==> src/rtl/clock_control_pkg.sv <==
// Constants shared by the clock source selection and start-up controller
package clock_control_pkg;

  // ---------------------------------------------------------------------
  // Register map (byte addresses)
  // ---------------------------------------------------------------------
  localparam logic [7:0] CTRL_OFFSET    = 8'h00;
  localparam logic [7:0] STATUS_OFFSET  = 8'h04;
  localparam logic [7:0] CAL_OFFSET     = 8'h08;
  localparam logic [7:0] STORE_OFFSET   = 8'h10;
  localparam logic [7:0] STORE_MASK     = 8'hf3;

  // ---------------------------------------------------------------------
  // Control register fields
  // ---------------------------------------------------------------------
  localparam int CTRL_MODE_LSB   = 0;
  localparam int CTRL_SLEEP_BIT  = 2;
  localparam int CTRL_ASYNC_BIT  = 3;

  // Sleep modes
  localparam logic [1:0] MODE_IDLE       = 2'h0;
  localparam logic [1:0] MODE_ADC_QUIET  = 2'h1;
  localparam logic [1:0] MODE_POWER_DOWN = 2'h2;
  localparam logic [1:0] MODE_POWER_SAVE = 2'h3;

  // ---------------------------------------------------------------------
  // Fuse values and decode boundaries
  // ---------------------------------------------------------------------
  localparam logic [3:0] DELIVERED_SOURCE   = 4'h1;
  localparam logic [1:0] DELIVERED_STARTUP  = 2'h2;
  localparam logic       DELIVERED_AMP      = 1'h1;
  localparam logic [3:0] CRYSTAL_LOW_CODE   = 4'ha;
  localparam logic [3:0] LOW_FREQ_CODE      = 4'h9;
  localparam logic [3:0] EXT_RC_LOW_CODE    = 4'h5;
  localparam logic [3:0] INT_RC_LOW_CODE    = 4'h1;
  localparam logic [2:0] BAND_LOW_CODE      = 3'h5;
  localparam logic [2:0] BAND_MID_CODE      = 3'h6;
  localparam logic [2:0] BAND_HIGH_CODE     = 3'h7;

  // Clock source classes
  typedef enum logic [2:0] {
    SRC_EXT_CLOCK, SRC_INT_RC, SRC_EXT_RC, SRC_LOW_FREQ, SRC_CRYSTAL
  } source_e;

  // Reset delay choices
  localparam logic [1:0] WDT_NONE  = 2'h0;
  localparam logic [1:0] WDT_SHORT = 2'h1;
  localparam logic [1:0] WDT_LONG  = 2'h2;

  // ---------------------------------------------------------------------
  // Timing counts (cycles of the source or of the watchdog oscillator)
  // ---------------------------------------------------------------------
  localparam int CNT_W              = 17;
  localparam logic [16:0] CK_6      = 17'h00006;
  localparam logic [16:0] CK_18     = 17'h00012;
  localparam logic [16:0] CK_258    = 17'h00102;
  localparam logic [16:0] CK_1K     = 17'h00400;
  localparam int          CK_16K    = 16384;
  localparam int          CK_32K    = 32768;
  localparam logic [16:0] WDT_SHORT_CYCLES = 17'h01000;
  localparam int          WDT_LONG_CYCLES  = 65536;

  // Calibration store
  localparam int          CAL_ENTRIES = 4;
  localparam logic [7:0]  CAL_DEFAULT = 8'h80;

endpackage

==> src/rtl/calibration_store.sv <==
// Small calibration byte store, one byte per internal oscillator frequency
`timescale 1ns/1ps
module calibration_store (
  // Clock and reset
  input  wire logic       ref_clk,
  input  wire logic       rst,
  // Write port
  input  wire logic       wr_en,
  input  wire logic [1:0] wr_addr,
  input  wire logic [7:0] wr_data,
  // Read port, data registered
  input  wire logic [1:0] rd_addr,
  output logic      [7:0] rd_data
);
  import clock_control_pkg::*;

  logic [7:0] entry_q [CAL_ENTRIES];

  genvar i;
  generate
    for (i = 0; i < CAL_ENTRIES; i++) begin : g_entry
      // Entries survive reset, since start-up on the internal RC reloads entry 0 from here
      always_ff @(posedge ref_clk) begin
        if (wr_en && wr_addr == 2'(i)) begin
          entry_q[i] <= wr_data;
        end
      end
    end
  endgenerate

  always_ff @(posedge ref_clk) begin
    if (rst) begin
      rd_data <= CAL_DEFAULT;
    end else begin
      rd_data <= entry_q[rd_addr];
    end
  end

endmodule

==> src/rtl/clock_source_select_startup.sv <==
// Clock source decode, start-up timing and domain clock enables
`timescale 1ns/1ps
module clock_source_select_startup #(
  parameter int LONG_WDT_CYCLES = clock_control_pkg::WDT_LONG_CYCLES,
  parameter int SRC_16K_CYCLES  = clock_control_pkg::CK_16K,
  parameter int SRC_32K_CYCLES  = clock_control_pkg::CK_32K
) (
  // Clock and reset
  input  wire logic        ref_clk,
  input  wire logic        rst,
  // APB slave
  input  wire logic        psel,
  input  wire logic        penable,
  input  wire logic        pwrite,
  input  wire logic [7:0]  paddr,
  input  wire logic [31:0] pwdata,
  output logic      [31:0] prdata,
  output logic             pready,
  output logic             pslverr,
  // Fuses and oscillator inputs (asynchronous)
  input  wire logic [3:0]  clock_source_fuses,
  input  wire logic [1:0]  startup_time_fuses,
  input  wire logic        amplifier_option_fuse,
  input  wire logic        osc_in_pin,
  input  wire logic        internal_rc_osc,
  input  wire logic        watchdog_osc,
  input  wire logic        wake_req,
  // Domain clock enables
  output logic             core_clock_en,
  output logic             peripheral_clock_en,
  output logic             program_memory_clock_en,
  output logic             converter_clock_en,
  output logic             async_timer_clock_en,
  output logic             async_detect_en,
  // Oscillator configuration
  output logic             amp_full_swing,
  output logic [1:0]       crystal_band,
  output clock_control_pkg::source_e source_class,
  output logic [7:0]       rc_calibration_register,
  output logic             startup_done
);
  import clock_control_pkg::*;

  typedef enum logic [2:0] {
    ST_CAPTURE, ST_CAL_LOAD, ST_SRC_COUNT, ST_WDT_COUNT, ST_RUN, ST_SLEEP
  } state_e;

  // ---------------------------------------------------------------------
  // Input synchronisers
  // ---------------------------------------------------------------------
  logic [3:0] src_meta_q, src_sync_q;
  logic [1:0] sut_meta_q, sut_sync_q;
  logic       amp_meta_q, amp_sync_q;
  logic [3:0] osc_meta_q, osc_sync_q, osc_last_q;

  // No reset here, so fuses set during reset are through by the capture cycle
  // Oscillators and wake request: bit 0 crystal pin, 1 RC, 2 watchdog, 3 wake
  always_ff @(posedge ref_clk) begin
    src_meta_q <= clock_source_fuses;
    src_sync_q <= src_meta_q;
    sut_meta_q <= startup_time_fuses;
    sut_sync_q <= sut_meta_q;
    amp_meta_q <= amplifier_option_fuse;
    amp_sync_q <= amp_meta_q;
    osc_meta_q <= {wake_req, watchdog_osc, internal_rc_osc, osc_in_pin};
    osc_sync_q <= osc_meta_q;
    osc_last_q <= osc_sync_q;
  end

  wire [3:0] osc_rise = osc_sync_q & ~osc_last_q;

  // ---------------------------------------------------------------------
  // Fuse decode, captured once per reset
  // ---------------------------------------------------------------------
  logic [3:0] src_cfg_q;
  logic [1:0] sut_cfg_q;
  logic       amp_cfg_q;

  // A fuse at one is unprogrammed, so the option is active when zero
  wire amp_programmed = ~amp_cfg_q;

  wire source_e cls_w = (src_cfg_q >= CRYSTAL_LOW_CODE) ? SRC_CRYSTAL :
                        (src_cfg_q == LOW_FREQ_CODE)    ? SRC_LOW_FREQ :
                        (src_cfg_q >= EXT_RC_LOW_CODE)  ? SRC_EXT_RC :
                        (src_cfg_q >= INT_RC_LOW_CODE)  ? SRC_INT_RC :
                                                          SRC_EXT_CLOCK;

  // Band 0 means the wide range of the full-swing amplifier
  wire [1:0] band_w = (cls_w != SRC_CRYSTAL || amp_programmed) ? 2'h0 :
                      (src_cfg_q[3:1] == BAND_LOW_CODE)  ? 2'h1 :
                      (src_cfg_q[3:1] == BAND_MID_CODE)  ? 2'h2 :
                      (src_cfg_q[3:1] == BAND_HIGH_CODE) ? 2'h3 : 2'h0;

  // ---------------------------------------------------------------------
  // Start-up table
  // ---------------------------------------------------------------------
  localparam logic [16:0] CK_16K_W  = 17'(SRC_16K_CYCLES);
  localparam logic [16:0] CK_32K_W  = 17'(SRC_32K_CYCLES);
  localparam logic [16:0] WDT_LONG_W = 17'(LONG_WDT_CYCLES);

  logic [16:0] src_target;
  logic [1:0]  wdt_choice;

  always_comb begin
    src_target = CK_6;
    wdt_choice = WDT_LONG;
    case (cls_w)
      SRC_CRYSTAL: begin
        case ({src_cfg_q[0], sut_cfg_q})
          3'h0: begin src_target = CK_258;   wdt_choice = WDT_SHORT; end
          3'h1: begin src_target = CK_258;   wdt_choice = WDT_LONG;  end
          3'h2: begin src_target = CK_1K;    wdt_choice = WDT_NONE;  end
          3'h3: begin src_target = CK_1K;    wdt_choice = WDT_SHORT; end
          3'h4: begin src_target = CK_1K;    wdt_choice = WDT_LONG;  end
          3'h5: begin src_target = CK_16K_W; wdt_choice = WDT_NONE;  end
          3'h6: begin src_target = CK_16K_W; wdt_choice = WDT_SHORT; end
          default: begin src_target = CK_16K_W; wdt_choice = WDT_LONG; end
        endcase
      end
      SRC_LOW_FREQ: begin
        src_target = (sut_cfg_q[1]) ? CK_32K_W : CK_1K;
        wdt_choice = (sut_cfg_q == 2'h0) ? WDT_SHORT : WDT_LONG;
      end
      SRC_EXT_RC: begin
        src_target = (sut_cfg_q == 2'h3) ? CK_6 : CK_18;
        wdt_choice = (sut_cfg_q == 2'h0) ? WDT_NONE :
                     (sut_cfg_q == 2'h2) ? WDT_LONG : WDT_SHORT;
      end
      default: begin
        src_target = CK_6;
        wdt_choice = (sut_cfg_q == 2'h0) ? WDT_NONE :
                     (sut_cfg_q == 2'h1) ? WDT_SHORT : WDT_LONG;
      end
    endcase
  end

  wire [16:0] wdt_target = (wdt_choice == WDT_SHORT) ? WDT_SHORT_CYCLES : WDT_LONG_W;

  // The selected source times the start-up, not the system clock itself
  wire src_tick = (cls_w == SRC_INT_RC) ? osc_rise[1] : osc_rise[0];
  wire wdt_tick = osc_rise[2];
  wire wake_lvl = osc_sync_q[3];

  // ---------------------------------------------------------------------
  // APB slave: one wait state, so the store's registered data is ready
  // ---------------------------------------------------------------------
  logic        pready_q, pslverr_q;
  logic [31:0] prdata_q;
  logic [3:0]  ctrl_q;
  logic [7:0]  cal_q;

  wire         access     = psel & penable;
  wire         pready_d   = access & ~pready_q;
  wire         done       = access & pready_q;
  wire         hit_ctrl   = (paddr == CTRL_OFFSET);
  wire         hit_status = (paddr == STATUS_OFFSET);
  wire         hit_cal    = (paddr == CAL_OFFSET);
  wire         hit_store  = ((paddr & STORE_MASK) == STORE_OFFSET);
  wire         mapped     = hit_ctrl | hit_status | hit_cal | hit_store;
  wire         wr_done    = done & pwrite & mapped;
  wire         wr_ctrl    = wr_done & hit_ctrl;
  wire         wr_cal     = wr_done & hit_cal;
  wire         wr_store   = wr_done & hit_store;
  wire         sleep_go   = wr_ctrl & pwdata[CTRL_SLEEP_BIT];

  // ---------------------------------------------------------------------
  // Calibration store
  // ---------------------------------------------------------------------
  state_e     state_q, state_d;
  logic [7:0] store_rd;

  // During capture the store is pointed at the 1 MHz entry
  wire [1:0] store_rd_addr = (state_q == ST_CAPTURE) ? 2'h0 : paddr[3:2];

  calibration_store u_store (
    .ref_clk (ref_clk),
    .rst     (rst),
    .wr_en   (wr_store),
    .wr_addr (paddr[3:2]),
    .wr_data (pwdata[7:0]),
    .rd_addr (store_rd_addr),
    .rd_data (store_rd)
  );

  // ---------------------------------------------------------------------
  // Start-up sequencer
  // ---------------------------------------------------------------------
  logic [16:0] cnt_q, cnt_d;
  logic        from_reset_q;
  logic [1:0]  mode_q;

  wire deep_sleep = (mode_q == MODE_POWER_DOWN) || (mode_q == MODE_POWER_SAVE);
  wire src_last   = src_tick && (cnt_q == src_target - 17'h1);
  wire wdt_last   = wdt_tick && (cnt_q == wdt_target - 17'h1);

  always_comb begin
    state_d = state_q;
    cnt_d   = cnt_q;
    case (state_q)
      ST_CAPTURE: state_d = ST_CAL_LOAD;
      ST_CAL_LOAD: begin
        state_d = ST_SRC_COUNT;
        cnt_d   = 17'h0;
      end
      ST_SRC_COUNT: begin
        if (src_last) begin
          cnt_d   = 17'h0;
          state_d = (from_reset_q && wdt_choice != WDT_NONE) ? ST_WDT_COUNT : ST_RUN;
        end else if (src_tick) begin
          cnt_d = cnt_q + 17'h1;
        end
      end
      ST_WDT_COUNT: begin
        if (wdt_last) begin
          state_d = ST_RUN;
        end else if (wdt_tick) begin
          cnt_d = cnt_q + 17'h1;
        end
      end
      ST_RUN: state_d = sleep_go ? ST_SLEEP : ST_RUN;
      ST_SLEEP: begin
        if (wake_lvl) begin
          cnt_d   = 17'h0;
          state_d = deep_sleep ? ST_SRC_COUNT : ST_RUN;
        end
      end
      default: state_d = ST_CAPTURE;
    endcase
  end

  always_ff @(posedge ref_clk) begin
    if (rst) begin
      state_q <= ST_CAPTURE;
      cnt_q   <= 17'h0;
    end else begin
      state_q <= state_d;
      cnt_q   <= cnt_d;
    end
  end

  // Fuses are sampled once after reset; later changes wait for the next reset
  always_ff @(posedge ref_clk) begin
    if (rst) begin
      src_cfg_q    <= DELIVERED_SOURCE;
      sut_cfg_q    <= DELIVERED_STARTUP;
      amp_cfg_q    <= DELIVERED_AMP;
      from_reset_q <= 1'b1;
    end else begin
      if (state_q == ST_CAPTURE) begin
        src_cfg_q <= src_sync_q;
        sut_cfg_q <= sut_sync_q;
        amp_cfg_q <= amp_sync_q;
      end
      if (state_q == ST_SLEEP) begin
        from_reset_q <= 1'b0;
      end
    end
  end

  // ---------------------------------------------------------------------
  // Control, calibration and bus registers
  // ---------------------------------------------------------------------
  wire in_reset_seq = (state_q != ST_RUN) && (state_q != ST_SLEEP) && from_reset_q;
  wire [3:0] ctrl_d = wr_ctrl ? {pwdata[CTRL_ASYNC_BIT], 1'b0, pwdata[1:0]} : ctrl_q;
  wire [7:0] cal_d  = (state_q == ST_CAL_LOAD && cls_w == SRC_INT_RC) ? store_rd :
                      wr_cal ? pwdata[7:0] : cal_q;

  always_ff @(posedge ref_clk) begin
    if (rst) begin
      ctrl_q <= 4'h0;
      cal_q  <= CAL_DEFAULT;
      mode_q <= MODE_IDLE;
    end else begin
      ctrl_q <= ctrl_d;
      cal_q  <= cal_d;
      if (sleep_go && state_q == ST_RUN) begin
        mode_q <= pwdata[1:0];
      end
    end
  end

  wire [31:0] status_w = {22'h0, state_q == ST_RUN, in_reset_seq, amp_programmed,
                          band_w, 1'b0, cls_w, src_cfg_q == 4'h0 ? 1'b0 : 1'b1};
  wire [31:0] rdata_w  = hit_ctrl   ? {28'h0, ctrl_q} :
                         hit_status ? status_w :
                         hit_cal    ? {24'h0, cal_q} :
                         hit_store  ? {24'h0, store_rd} : 32'h0;

  always_ff @(posedge ref_clk) begin
    if (rst) begin
      pready_q  <= 1'b0;
      pslverr_q <= 1'b0;
      prdata_q  <= 32'h0;
    end else begin
      pready_q  <= pready_d;
      pslverr_q <= pready_d & ~mapped;
      prdata_q  <= (pready_d & ~pwrite) ? rdata_w : 32'h0;
    end
  end

  // ---------------------------------------------------------------------
  // Domain clock enables
  // ---------------------------------------------------------------------
  wire running  = (state_q == ST_RUN);
  wire sleeping = (state_q == ST_SLEEP);

  // Core and program memory stop together; the core is idle while halted
  wire core_d  = running;
  wire flash_d = running;
  wire io_d    = running | (sleeping & mode_q == MODE_IDLE);
  wire adc_d   = running | (sleeping & (mode_q == MODE_IDLE | mode_q == MODE_ADC_QUIET));
  // Timer crystal shares the oscillator pins, so it needs the internal RC
  wire async_ok = ctrl_q[CTRL_ASYNC_BIT] & (cls_w == SRC_INT_RC);
  wire async_d  = async_ok & ~(sleeping & mode_q == MODE_POWER_DOWN);

  always_ff @(posedge ref_clk) begin
    if (rst) begin
      core_clock_en           <= 1'b0;
      program_memory_clock_en <= 1'b0;
      peripheral_clock_en     <= 1'b0;
      converter_clock_en      <= 1'b0;
      async_timer_clock_en    <= 1'b0;
      async_detect_en         <= 1'b0;
      startup_done            <= 1'b0;
      amp_full_swing          <= 1'b0;
      crystal_band            <= 2'h0;
      source_class            <= SRC_INT_RC;
    end else begin
      core_clock_en           <= core_d;
      program_memory_clock_en <= flash_d;
      peripheral_clock_en     <= io_d;
      converter_clock_en      <= adc_d;
      async_timer_clock_en    <= async_d;
      async_detect_en         <= ~io_d;
      startup_done            <= running | sleeping;
      amp_full_swing          <= amp_programmed;
      crystal_band            <= band_w;
      source_class            <= cls_w;
    end
  end

  assign prdata                  = prdata_q;
  assign pready                  = pready_q;
  assign pslverr                 = pslverr_q;
  assign rc_calibration_register = cal_q;

endmodule

==> config.mk <==
export PLATFORM = sky130hd
export DESIGN_NAME = clock_source_select_startup
export DESIGN_NICKNAME = d
export VERILOG_FILES = /design/src/rtl/clock_control_pkg.sv /design/src/rtl/calibration_store.sv /design/src/rtl/clock_source_select_startup.sv
export SDC_FILE = /design/constraint.sdc
export NUM_CORES = 1
export LEC_CHECK = 0
export BUFFER_PORTS_ARGS = -buffer_cell sky130_fd_sc_hd__buf_2
export CELL_PAD_IN_SITES_DETAIL_PLACEMENT = 0
export CELL_PAD_IN_SITES_GLOBAL_PLACEMENT = 1
export CORE_ASPECT_RATIO = 0.5
export CORE_MARGIN = 2
export CORE_UTILIZATION = 40
export DETAILED_ROUTE_END_ITERATION = 12
export PLACE_DENSITY = 0.85
export SYNTH_ARGS = -nofsm -noshare
export SYNTH_HDL_FRONTEND = slang
export SYNTH_HIERARCHICAL = 1
export SYNTH_SLANG_ARGS = --single-unit
export TNS_END_PERCENT = 1
==> constraint.sdc <==
create_clock -name ref_clk -period 5 [get_ports ref_clk]
set_input_delay 0.5 -clock ref_clk [delete_from_list [all_inputs] [get_ports ref_clk]]
set_output_delay 0.5 -clock ref_clk [all_outputs]
set_load 0.02 [all_outputs]
Word-level counts from Yosys, hierarchy flattened:

Memory sizes are Yosys's and may differ from the RTL's. A register that Yosys moved wholly into a read port is not among the register bits.
Index checks and enable logic that the tools add are counted.

* magnitude comparators: 3
* bitwise gates (word level): 32
* shifts and indexed selects: 0
* muxes and demuxes: 59
* add/subtract/negate cells: 3
* eq/ne operators: 43
* multipliers: 0
* div/mod/pow operators: 0
* reductions and logical operators: 36

Operator list (count)
* two-way mux 17 bit: 6
* one-hot mux 17 bit (4 select lines): 1
* two-way mux 8 bit: 7
* one-hot mux 17 bit (3 select lines): 1
* equality test 17 bit: 2
* subtractor 17 x 1 -> 17 bit, second input constant: 2
* two-way mux 2 bit: 15
* one-hot mux 15 bit (2 select lines): 1
* equality test 3 bit, second input constant: 9
* OR reduction 8 bit: 3
* equality test 3 x 2 -> 1 bit, second input constant: 6
* two-way mux 3 bit: 6
* one-hot mux 3 bit (6 select lines): 1
* adder 17 x 1 -> 17 bit, second input constant: 1
* AND 1 bit: 16
* two-way mux 16 bit: 1
* two-way mux 1 bit: 15
* equality test 2 bit, second input constant: 6
* != test 3 bit, second input constant: 4
* logical AND 1 bit: 11
* two-way mux 10 bit: 1
* != test 2 bit, second input constant: 5
* equality test 3 x 1 -> 1 bit, second input constant: 3
* OR reduction 3 bit: 3
* 28 further kinds: 50

* latch bits: 0
* memory bits (writable): 32
* input bits: 56
* logic and storage cells: 211
* bits in registers: 112
* memories: 1
* memory bits (read-only): 0

Memories
* u_store.entry_q: words 4, bits a word 8, rd ports 1, clocked after memory_dff 1, wr ports 1, RTL line calibration_store.sv:17 `logic [7:0] entry_q [CAL_ENTRIES];`

Depth between registers and ports, before layout:

Gate-level depths: netlist of run 1.

* depth in word-level cells: 14
* gate-level depth with buffers: 14
* gate-level depth less buffers: 11

Cells and area by module:

Netlist of run 1, hierarchy kept.

Modules (own cells, without submodules)
* clock_source_select_startup: times used 1, area each 4179.0 um^2, cells an instance 470
* calibration_store: times used 1, area each 1398.8 um^2, cells an instance 73

Worst setup path after synthesis of run 1:

No wires, ideal clock.

* kind: register to register
* from: reg src_cfg_q[1]
* to: reg cnt_q[15]
* period minus slack after synthesis: 3.301 ns
* cell stages (with the launch flop): 13
* arrival time: 3.174 ns
* data required time: 4.873 ns
* setup time: 0.127 ns
* path slack: 1.699 ns
* cells stage by stage: dfxtp_1 buf_6 o31a_1 o32a_1 ha_1 ha_1 or4_4 o32a_1 a221oi_2 nand4_2 buf_6 a32oi_1 o31ai_1

* cells in the longest elaborated chain, start to end: 14

Ends and longest elaborated chain
* start, declared: RTL line clock_source_select_startup.sv:75 `logic [3:0] src_cfg_q;`
* start signal, assigned: RTL line clock_source_select_startup.sv:250 `src_cfg_q <= src_sync_q;`
* greater-or-equal comparator 4 x 1 -> 1 bit: RTL line clock_source_select_startup.sv:85 `(src_cfg_q >= INT_RC_LOW_CODE) ? SRC_INT_RC :`
* two-way mux 1 bit: RTL line clock_source_select_startup.sv:85
* two-way mux 2 bit: RTL line clock_source_select_startup.sv:84 `(src_cfg_q >= EXT_RC_LOW_CODE) ? SRC_EXT_RC :`
* two-way mux 2 bit: RTL line clock_source_select_startup.sv:83 `(src_cfg_q == LOW_FREQ_CODE) ? SRC_LOW_FREQ :`
* two-way mux 3 bit (*): RTL line clock_source_select_startup.sv:82 `wire source_e cls_w = (src_cfg_q >= CRYSTAL_LOW_CODE) ? SRC_CRYSTAL :`
* equality test 3 x 2 -> 1 bit / equality test 3 bit (equally long branches): RTL line clock_source_select_startup.sv:107 `case (cls_w)`
* one-hot mux 2 bit (3 select lines): RTL line clock_source_select_startup.sv:107
* equality test 2 x 1 -> 1 bit: RTL line clock_source_select_startup.sv:137 `wire [16:0] wdt_target = (wdt_choice == WDT_SHORT) ? WDT_SHORT_CYCLES : WDT_LONG_W;`
* two-way mux 17 bit: RTL line clock_source_select_startup.sv:137
* subtractor 17 x 1 -> 17 bit: RTL line clock_source_select_startup.sv:194 `wire wdt_last = wdt_tick && (cnt_q == wdt_target - 17'h1);`
* equality test 17 bit: RTL line clock_source_select_startup.sv:194
* logical AND 1 bit: RTL line clock_source_select_startup.sv:194
* != test 2 bit (no line)
* AND reduction 5 bit (no line)
* end signal, assigned: RTL line clock_source_select_startup.sv:237 `cnt_q <= cnt_d;`
* end, declared: RTL line clock_source_select_startup.sv:188 `logic [16:0] cnt_q, cnt_d;`

Mark *: on every way between the ends. The rest lies on a longest branch, timed or not.
A chain may end at the register's enable or synchronous reset.

Final worst setup path of run 1:

* from: reg src_cfg_q[1]
* to: reg cnt_q[5]

The elaborated chain is that of the path after synthesis.

==> results of run 1 <==
-- cell usage in the layout, fill, tap and decap left out, drive strengths merged, types with 6 or more instances in the layout --
| master | netlist | final |
|---|---|---|
| nor3 | 21 | 21 |
| buf | 35 | 73 |
| dfxtp | 98 | 98 |
| xnor2 | 6 | 6 |
| nor2 | 53 | 53 |
| inv | 19 | 23 |
| o21a | 6 | 6 |
| conb | 1 | 22 |
| a31oi | 7 | 7 |
| nor2b | 8 | 8 |
| edfxtp | 32 | 32 |
| a21oi | 11 | 11 |
| and3 | 8 | 8 |
| nand2b | 12 | 12 |
| a211o | 6 | 6 |
| o21ai | 17 | 17 |
| nand3 | 10 | 10 |
| nand4 | 8 | 8 |
| nand2 | 24 | 24 |
| a211oi | 11 | 11 |
| o22ai | 10 | 10 |
| mux2i | 34 | 34 |
| clkbuf | 19 | 19 |
| nor4 | 8 | 8 |
-- logic make-up after synthesis --
group	after synthesis	share of synthesized area
AO/OA/AOI/OAI	110	0.145
XOR/XNOR	10	0.0157
adder cells (fa/ha/maj)	4	0.00897
buffers and inverters	73	0.0716
flip-flops	130	0.524
multiplexers	38	0.0711
other	1	0.000672
AND/OR/NAND/NOR	177	0.163
-- area by class of cell --
| class | count | area share |
|---|---|---|
| sequential | 130 | 0.443 |
| inverter | 19 | 0.0108 |
| tap | 192 | 0.0364 |
| multi-input combinational | 361 | 0.354 |
| clock buffer | 19 | 0.0671 |
| timing repair buffer | 73 | 0.0587 |
| clock inverter | 13 | 0.0301 |
-- metal layers --
layer	vias up	share of wire
li1	2065	-
met1	2008	0.46
met2	142	0.47
met3	13	0.053
met4	0	0.011
met5	-	0
-- worst max-delay path: stages, from the launching register on --
cell,delay [ns]
dfxtp_1,0.50
o31a_1,0.42
o32a_1,0.32
ha_1,0.23
ha_1,0.31
or4_4,0.54
o32a_1,0.31
a221oi_2,0.30
nand4_2,0.13
buf_4,0.21
nand3_1,0.37
o311ai_0,0.20
-- worst max path at each step --
stage | endpoint | slack [ns] | cells after the start
after floorplan | cnt_q[15] | 1.70 | 12
after global routing | cnt_q[5] | 0.70 | 11
after detailed placement | cnt_q[5] | 1.06 | 11
after CTS | cnt_q[5] | 1.03 | 11
final | cnt_q[5] | 1.00 | 11
after global placement | cnt_q[5] | 1.10 | 11
-- power by group through the flow --
stage | Combinational (mW) | Sequential, mW | Clock (mW)
3_3_place_gp | 0.751 | 1.33 | 0
6_report | 0.771 | 1.32 | 1.33
3_5_place_dp | 0.762 | 1.33 | 0
2_1_floorplan | 0.603 | 1.30 | 0
4_1_cts | 0.768 | 1.31 | 1.36
5_1_grt | 0.848 | 1.33 | 1.41
-- state kept, by name, summed over array words and instances, names as in the netlist, 2 cells and up --
signal,count
cnt_q,17
crystal_band,2
ctrl_q,3
mode_q,2
osc_last_q,3
osc_meta_q,4
osc_sync_q,4
prdata,10
rc_calibration_register,8
source_class,3
src_cfg_q,4
src_meta_q,4
src_sync_q,4
state_q,3
sut_cfg_q,2
sut_meta_q,2
sut_sync_q,2
u_store/entry_q,32
u_store/rd_data,8
-- through the flow --
stage	cells	util	power, mW
floorplan	564	-	1.91
global placement	775	0.439	2.08
detailed placement	775	0.439	2.09
CTS	807	0.486	3.44
global route	807	0.486	3.59
finish	807	0.486	3.42
==> flow_metrics.py, run 1 <==
metrics = {
    "run_status": {
        "status": "finished clean",
    },
    "job": {
        "max_cap_viol_count": 0,
    },
    "worst_hold_path": {
        "min_to": "src_meta_q[2]",
        "worstHoldPathType": "in -> reg",
        "holdPathStages": 1,
        "worstHoldStart": "clock_source_fuses[2]",
    },
    "drt": {
        "drt_wl_total_um": 12600,
        "num_vias": 4228,
        "wire_per_inst_um": 15.6,
        "post-route-drc-count": 0,
        "antenna_left": 0,
        "via_per_inst": 5.24,
        "first_pass_iters": 5,
        "drt-initial-drc-count": 417,
    },
    "timing": {
        "setup_viol": 0,
        "hold_viol": 0,
        "finalClockSkew_ns": 0.00813,
        "rsz0062_at_grt": "false",
        "fin_crit_sh": 0.799,
        "drv_slew": 0,
        "hold-worst-slack_ns": 0.194,
        "max_freq_ghz": 0.250,
        "maxSlewHeadroom": 0.256,
        "period_needed_ns": 4.00,
        "worst_pin_slew_ns": 1.11,
        "fin_ws_ns": 1.00,
        "tns_ns": 0,
    },
    "die": {
        "rows": 30,
        "coreArea_sq_um": 13600,
        "start_util": 0.410,
        "die_w_um": 171,
        "io_pins": 111,
        "die_area_sq_um": 15000,
        "die_h_um": 87.5,
    },
    "synth": {
        "ys_seq_area_frac": 0.524,
        "yosysMostFrequentCell": "dfxtp_1",
        "synth-edff-count": 32,
        "yosysTopAreaCell": "dfxtp_1",
        "yosys-top-cells-count": "dfxtp_1, nor2_1, mux2i_1",
        "synth-seq-cells": 130,
        "synth-main-ff-cell": "dfxtp_1",
        "synth_top_cell_area_share": 0.352,
        "synth-async-reset-ratio": 0,
        "synth_area_sq_um": 5580,
        "synth_area_leaders": "dfxtp_1, edfxtp_1, mux2i_1",
        "avgSynthCellArea_sq_um": 10.3,
        "yosys_warnings": 6,
        "ys_types": 66,
        "synthCells": 543,
    },
    "finish": {
        "multi_input_area_sq_um": 2340,
        "insertedDiodeCount": 0,
        "drive_gt1_frac": 0.197,
        "final_cell_area_sq_um": 6600,
        "syn_to_final_growth_pct": 18.4,
        "fillers": 1262,
        "seqCellArea_sq_um": 2920,
        "nets": 662,
    },
    "critical_path": {
        "r2r_start": "src_cfg_q[1]",
        "start_kind": "flip-flop",
        "reg2reg_depth": 11,
        "arrival_ns": 4.26,
        "critical_path.startpoint": "src_cfg_q[1]",
        "endpoint_kind": "flip-flop",
        "criticalPathCategory": "reg -> reg",
        "reg2reg_slack_ns": 1.00,
        "r2r_end": "cnt_q[5]",
        "worstPathRequired_ns": 5.26,
        "cp_max_fo": 18,
    },
    "pwr": {
        "switching_share": 0.315,
        "intPower_mw": 2.34,
        "seq_power_share": 0.385,
        "pwr-share-clk": 0.390,
        "power_density_nw_per_um2": 518,
        "leakagePower_nw": 2.50,
        "p_sw_mw": 1.08,
        "ir_drop_v": 0.000343,
        "pwr-share-comb": 0.225,
    },
    "clocking": {
        "clockBufferDepth": 2,
        "cts_tree": "yes",
        "cts_resized": 0,
        "cts-root-buf": "clkbuf_16",
        "clk_latency_ns": 0.41,
        "cts_buffers": 17,
        "cts_sinks": 130,
        "hold_buffers": 0,
        "clk_pin_slew_ns": 0.06,
        "ctsHtreeMaxLevel": 4,
        "cts_setup_buffers": 0,
    },
    "grt": {
        "grt_pass1_vias": 3857,
        "busiest_layer": "met2",
        "met1_usage": 0.224,
        "grt_max_degree": 42,
        "antenna_found_initial": 0,
        "use_met2": 0.282,
        "grt_use_met3": 0.0377,
        "overflow": 0,
        "grtUsageTotal": 0.172,
        "grt_pass1_wl_um": 19800,
    },
    "placed_design": {
        "place_area_sq_um": 5960,
        "place.gp.congestion": 0.829,
        "place_ws_ns": 1.06,
        "io_buffers": 64,
        "hpwl_um": 8580,
    },
}
Note: power is estimated with default switching activity, not from simulation.
==> inputs of run 2 (changes only) <==
--- a/config.mk
+++ b/config.mk
@@ -5,12 +5,13 @@
 export SDC_FILE = /design/constraint.sdc
 export NUM_CORES = 1
 export LEC_CHECK = 0
+export ABC_AREA = 1
 export BUFFER_PORTS_ARGS = -buffer_cell sky130_fd_sc_hd__buf_2
 export CELL_PAD_IN_SITES_DETAIL_PLACEMENT = 0
 export CELL_PAD_IN_SITES_GLOBAL_PLACEMENT = 1
 export CORE_ASPECT_RATIO = 0.5
 export CORE_MARGIN = 2
-export CORE_UTILIZATION = 40
+export CORE_UTILIZATION = 37
 export DETAILED_ROUTE_END_ITERATION = 12
 export PLACE_DENSITY = 0.85
 export SYNTH_ARGS = -nofsm -noshare
==> constraint.sdc (replaced) <==
create_clock -name ref_clk -period 3.55 [get_ports ref_clk]
set_input_delay 0.355 -clock ref_clk [delete_from_list [all_inputs] [get_ports ref_clk]]
set_output_delay 0.355 -clock ref_clk [all_outputs]
set_load 0.02 [all_outputs]
==> flow_metrics.py, run 2 <==
metrics = {
    "run_status": {
        "status": "finished clean",
    },
    "placed_design": {
        "placed_cells": 1036,
        "place_area_sq_um": 6560,
        "io_buffers": 64,
        "hpwl_um": 10300,
        "place.gp.congestion": 0.837,
    },
    "grt": {
        "overflow": 0,
        "grt_pass1_wl_um": 22700,
        "grt_max_degree": 24,
        "grtUsageTotal": 0.168,
        "grt_pass1_vias": 4631,
        "antenna_found_initial": 0,
    },
    "die": {
        "coreArea_sq_um": 16300,
        "rows": 33,
        "die_area_sq_um": 17600,
        "die_w_um": 186,
        "die_h_um": 94.8,
        "start_util": 0.375,
        "io_pins": 111,
    },
    "timing": {
        "hold-worst-slack_ns": 0.0434,
        "hold_viol": 0,
        "tns_ns": 0,
        "maxSlewHeadroom": 0.379,
        "setup_viol": 0,
        "rsz0062_at_grt": "false",
        "max_freq_ghz": 0.317,
        "period_needed_ns": 3.16,
        "fin_crit_sh": 0.890,
        "finalClockSkew_ns": 0.0104,
        "worst_pin_slew_ns": 0.929,
        "drv_slew": 0,
    },
    "finish": {
        "insertedDiodeCount": 0,
        "max_flop_register": "u_store/entry_q",
        "largest_reg_flops": 32,
        "fin_cells": 1068,
        "final_cell_area_sq_um": 7180,
        "nets": 888,
        "final_cell_mix": "nand2_1, inv_1, dfxtp_1",
        "drive_gt1_frac": 0.219,
        "final_common_cell": "nand2_1",
        "syn_to_final_growth_pct": 17.6,
    },
    "pwr": {
        "total_power_mw": 5.24,
        "pwr-share-clk": 0.350,
        "p_sw_mw": 1.96,
        "leakagePower_nw": 3.19,
        "switching_share": 0.374,
        "seq_power_share": 0.351,
        "intPower_mw": 3.28,
        "pwr-share-comb": 0.299,
        "ir_drop_v": 0.000309,
        "power_density_nw_per_um2": 730,
    },
    "critical_path": {
        "criticalPathCategory": "reg -> reg",
        "worstPathRequired_ns": 3.82,
        "endpoint_kind": "flip-flop",
        "start_kind": "flip-flop",
        "r2r_start": "src_cfg_q[3]",
        "r2r_end": "cnt_q[2]",
        "reg2reg_slack_ns": 0.39,
        "arrival_ns": 3.43,
        "reg2reg_depth": 22,
        "cp_max_fo": 17,
    },
    "drt": {
        "antenna_left": 0,
        "wire_per_inst_um": 13.2,
        "drt-initial-drc-count": 269,
        "post-route-drc-count": 0,
        "num_vias": 5005,
        "via_per_inst": 4.69,
        "first_pass_iters": 5,
        "drt_wl_total_um": 14200,
    },
    "synth": {
        "ys_types": 50,
        "avgSynthCellArea_sq_um": 8.08,
        "yosys_warnings": 6,
        "ys_seq_area_frac": 0.479,
        "synth-seq-cells": 130,
        "synth_area_sq_um": 6110,
        "synth-edff-count": 32,
        "synthCells": 756,
        "synth-main-ff-cell": "dfxtp_1",
        "yosys-top-cells-count": "nand2_1, inv_1, dfxtp_1",
        "synth-async-reset-ratio": 0,
        "yosysMostFrequentCell": "nand2_1",
        "synth_top_cell_area_share": 0.321,
        "yosysTopAreaCell": "dfxtp_1",
        "synth_area_leaders": "dfxtp_1, edfxtp_1, nand2_1",
    },
    "clocking": {
        "clk_pin_slew_ns": 0.06,
        "cts_resized": 0,
        "ctsHtreeMaxLevel": 4,
        "cts_setup_buffers": 0,
        "cts_tree": "yes",
        "cts_sinks": 130,
        "hold_buffers": 0,
        "clockBufferDepth": 2,
        "cts_buffers": 17,
        "cts-root-buf": "clkbuf_16",
        "clk_latency_ns": 0.42,
    },
    "worst_hold_path": {
        "worstHoldPathType": "in -> reg",
        "holdPathStages": 1,
        "worstHoldStart": "clock_source_fuses[2]",
        "min_to": "src_meta_q[2]",
    },
    "job": {
        "max_cap_viol_count": 0,
    },
}
[run 2: cell types whose count changed in the layout (fill, tap and decap cells not counted), sizes merged, moves of 7 or more]
cell	change
a211oi	-8
a21oi	+31
and3	-8
inv	+100
mux2i	-33
nand2	+148
nand2b	-12
nand3	+45
nand4	+7
nor2	+43
nor2b	-8
nor4	-7
o21ai	+12
[run 2: stage by stage]
step / setup slack, ns / util
floorplan: 0.726 / -
global placement: 0.356 / 0.403
detailed placement: 0.342 / 0.403
CTS: 0.305 / 0.441
global route: 0.0437 / 0.441
finish: 0.391 / 0.441
[run 2: area by class of cell]
| type | instances | area, sq um |
|---|---|---|
| Fill cell | 1642 | 9090 |
| Sequential cell | 130 | 2920 |
| Multi-Input combinational cell | 493 | 2540 |
| Inverter | 114 | 430 |
| Clock buffer | 17 | 425 |
| Timing Repair Buffer | 72 | 380 |
| Tap cell | 227 | 284 |
| Clock inverter | 15 | 194 |
[run 2: critical path: stages (launching register included)]
cell     delay [ns]
dfxtp_1        0.42
inv_2          0.12
nor2_4         0.20
nand2_2        0.12
nand2_1        0.10
inv_2          0.05
ha_1           0.26
ha_2           0.23
ha_1           0.30
nand2_1        0.07
nand2_1        0.05
nor2_1         0.08
nand2_1        0.05
nor2_1         0.10
nand2_1        0.06
nor2_1         0.09
nand3_1        0.07
nor2_1         0.09
nand3_1        0.12
nand2_2        0.11
nand2_4        0.15
nand3_1        0.11
a21oi_1        0.06
[run 2: worst max-delay path by stage]
stage,from,endpoint,slack (ns),cells after the start
global placement,src_cfg_q[3],cnt_q[10],0.36,22
CTS,src_cfg_q[3],cnt_q[2],0.31,22
global route,src_cfg_q[2],cnt_q[3],0.04,23
detailed placement,src_cfg_q[3],cnt_q[10],0.34,22
finish,src_cfg_q[3],cnt_q[2],0.39,22
floorplan,src_cfg_q[3],cnt_q[5],0.73,23
[run 2: logic make-up (layout without fill, tap and decap cells)]
group,Yosys count,after routing,share of synthesized area
AO/OA/AOI/OAI,96,96,0.100
XOR/XNOR,6,6,0.00861
adder cells (fa/ha/maj),4,4,0.00820
buffers and inverters,154,218,0.118
flip-flops,130,130,0.479
multiplexers,1,1,0.00164
other,1,22,0.000614
AND/OR/NAND/NOR,364,364,0.284
[run 2: power by group through the flow]
stage	Sequential, mW	Clock [mW]	Combinational [mW]
finish	1.84	1.84	1.57
global route	1.86	1.92	1.76
CTS	1.83	1.87	1.57
detailed placement	1.86	0	1.56
global placement	1.86	0	1.54
floorplan	1.86	0	1.23
[run 2: metal layers]
layer / track usage / vias to the layer above / share of wire
met5: 0 / - / 0
met4: 0.0558 / 0 / 0.0096
met3: 0.0359 / 14 / 0.044
met2: 0.290 / 109 / 0.47
met1: 0.209 / 2322 / 0.47
li1: - / 2560 / -
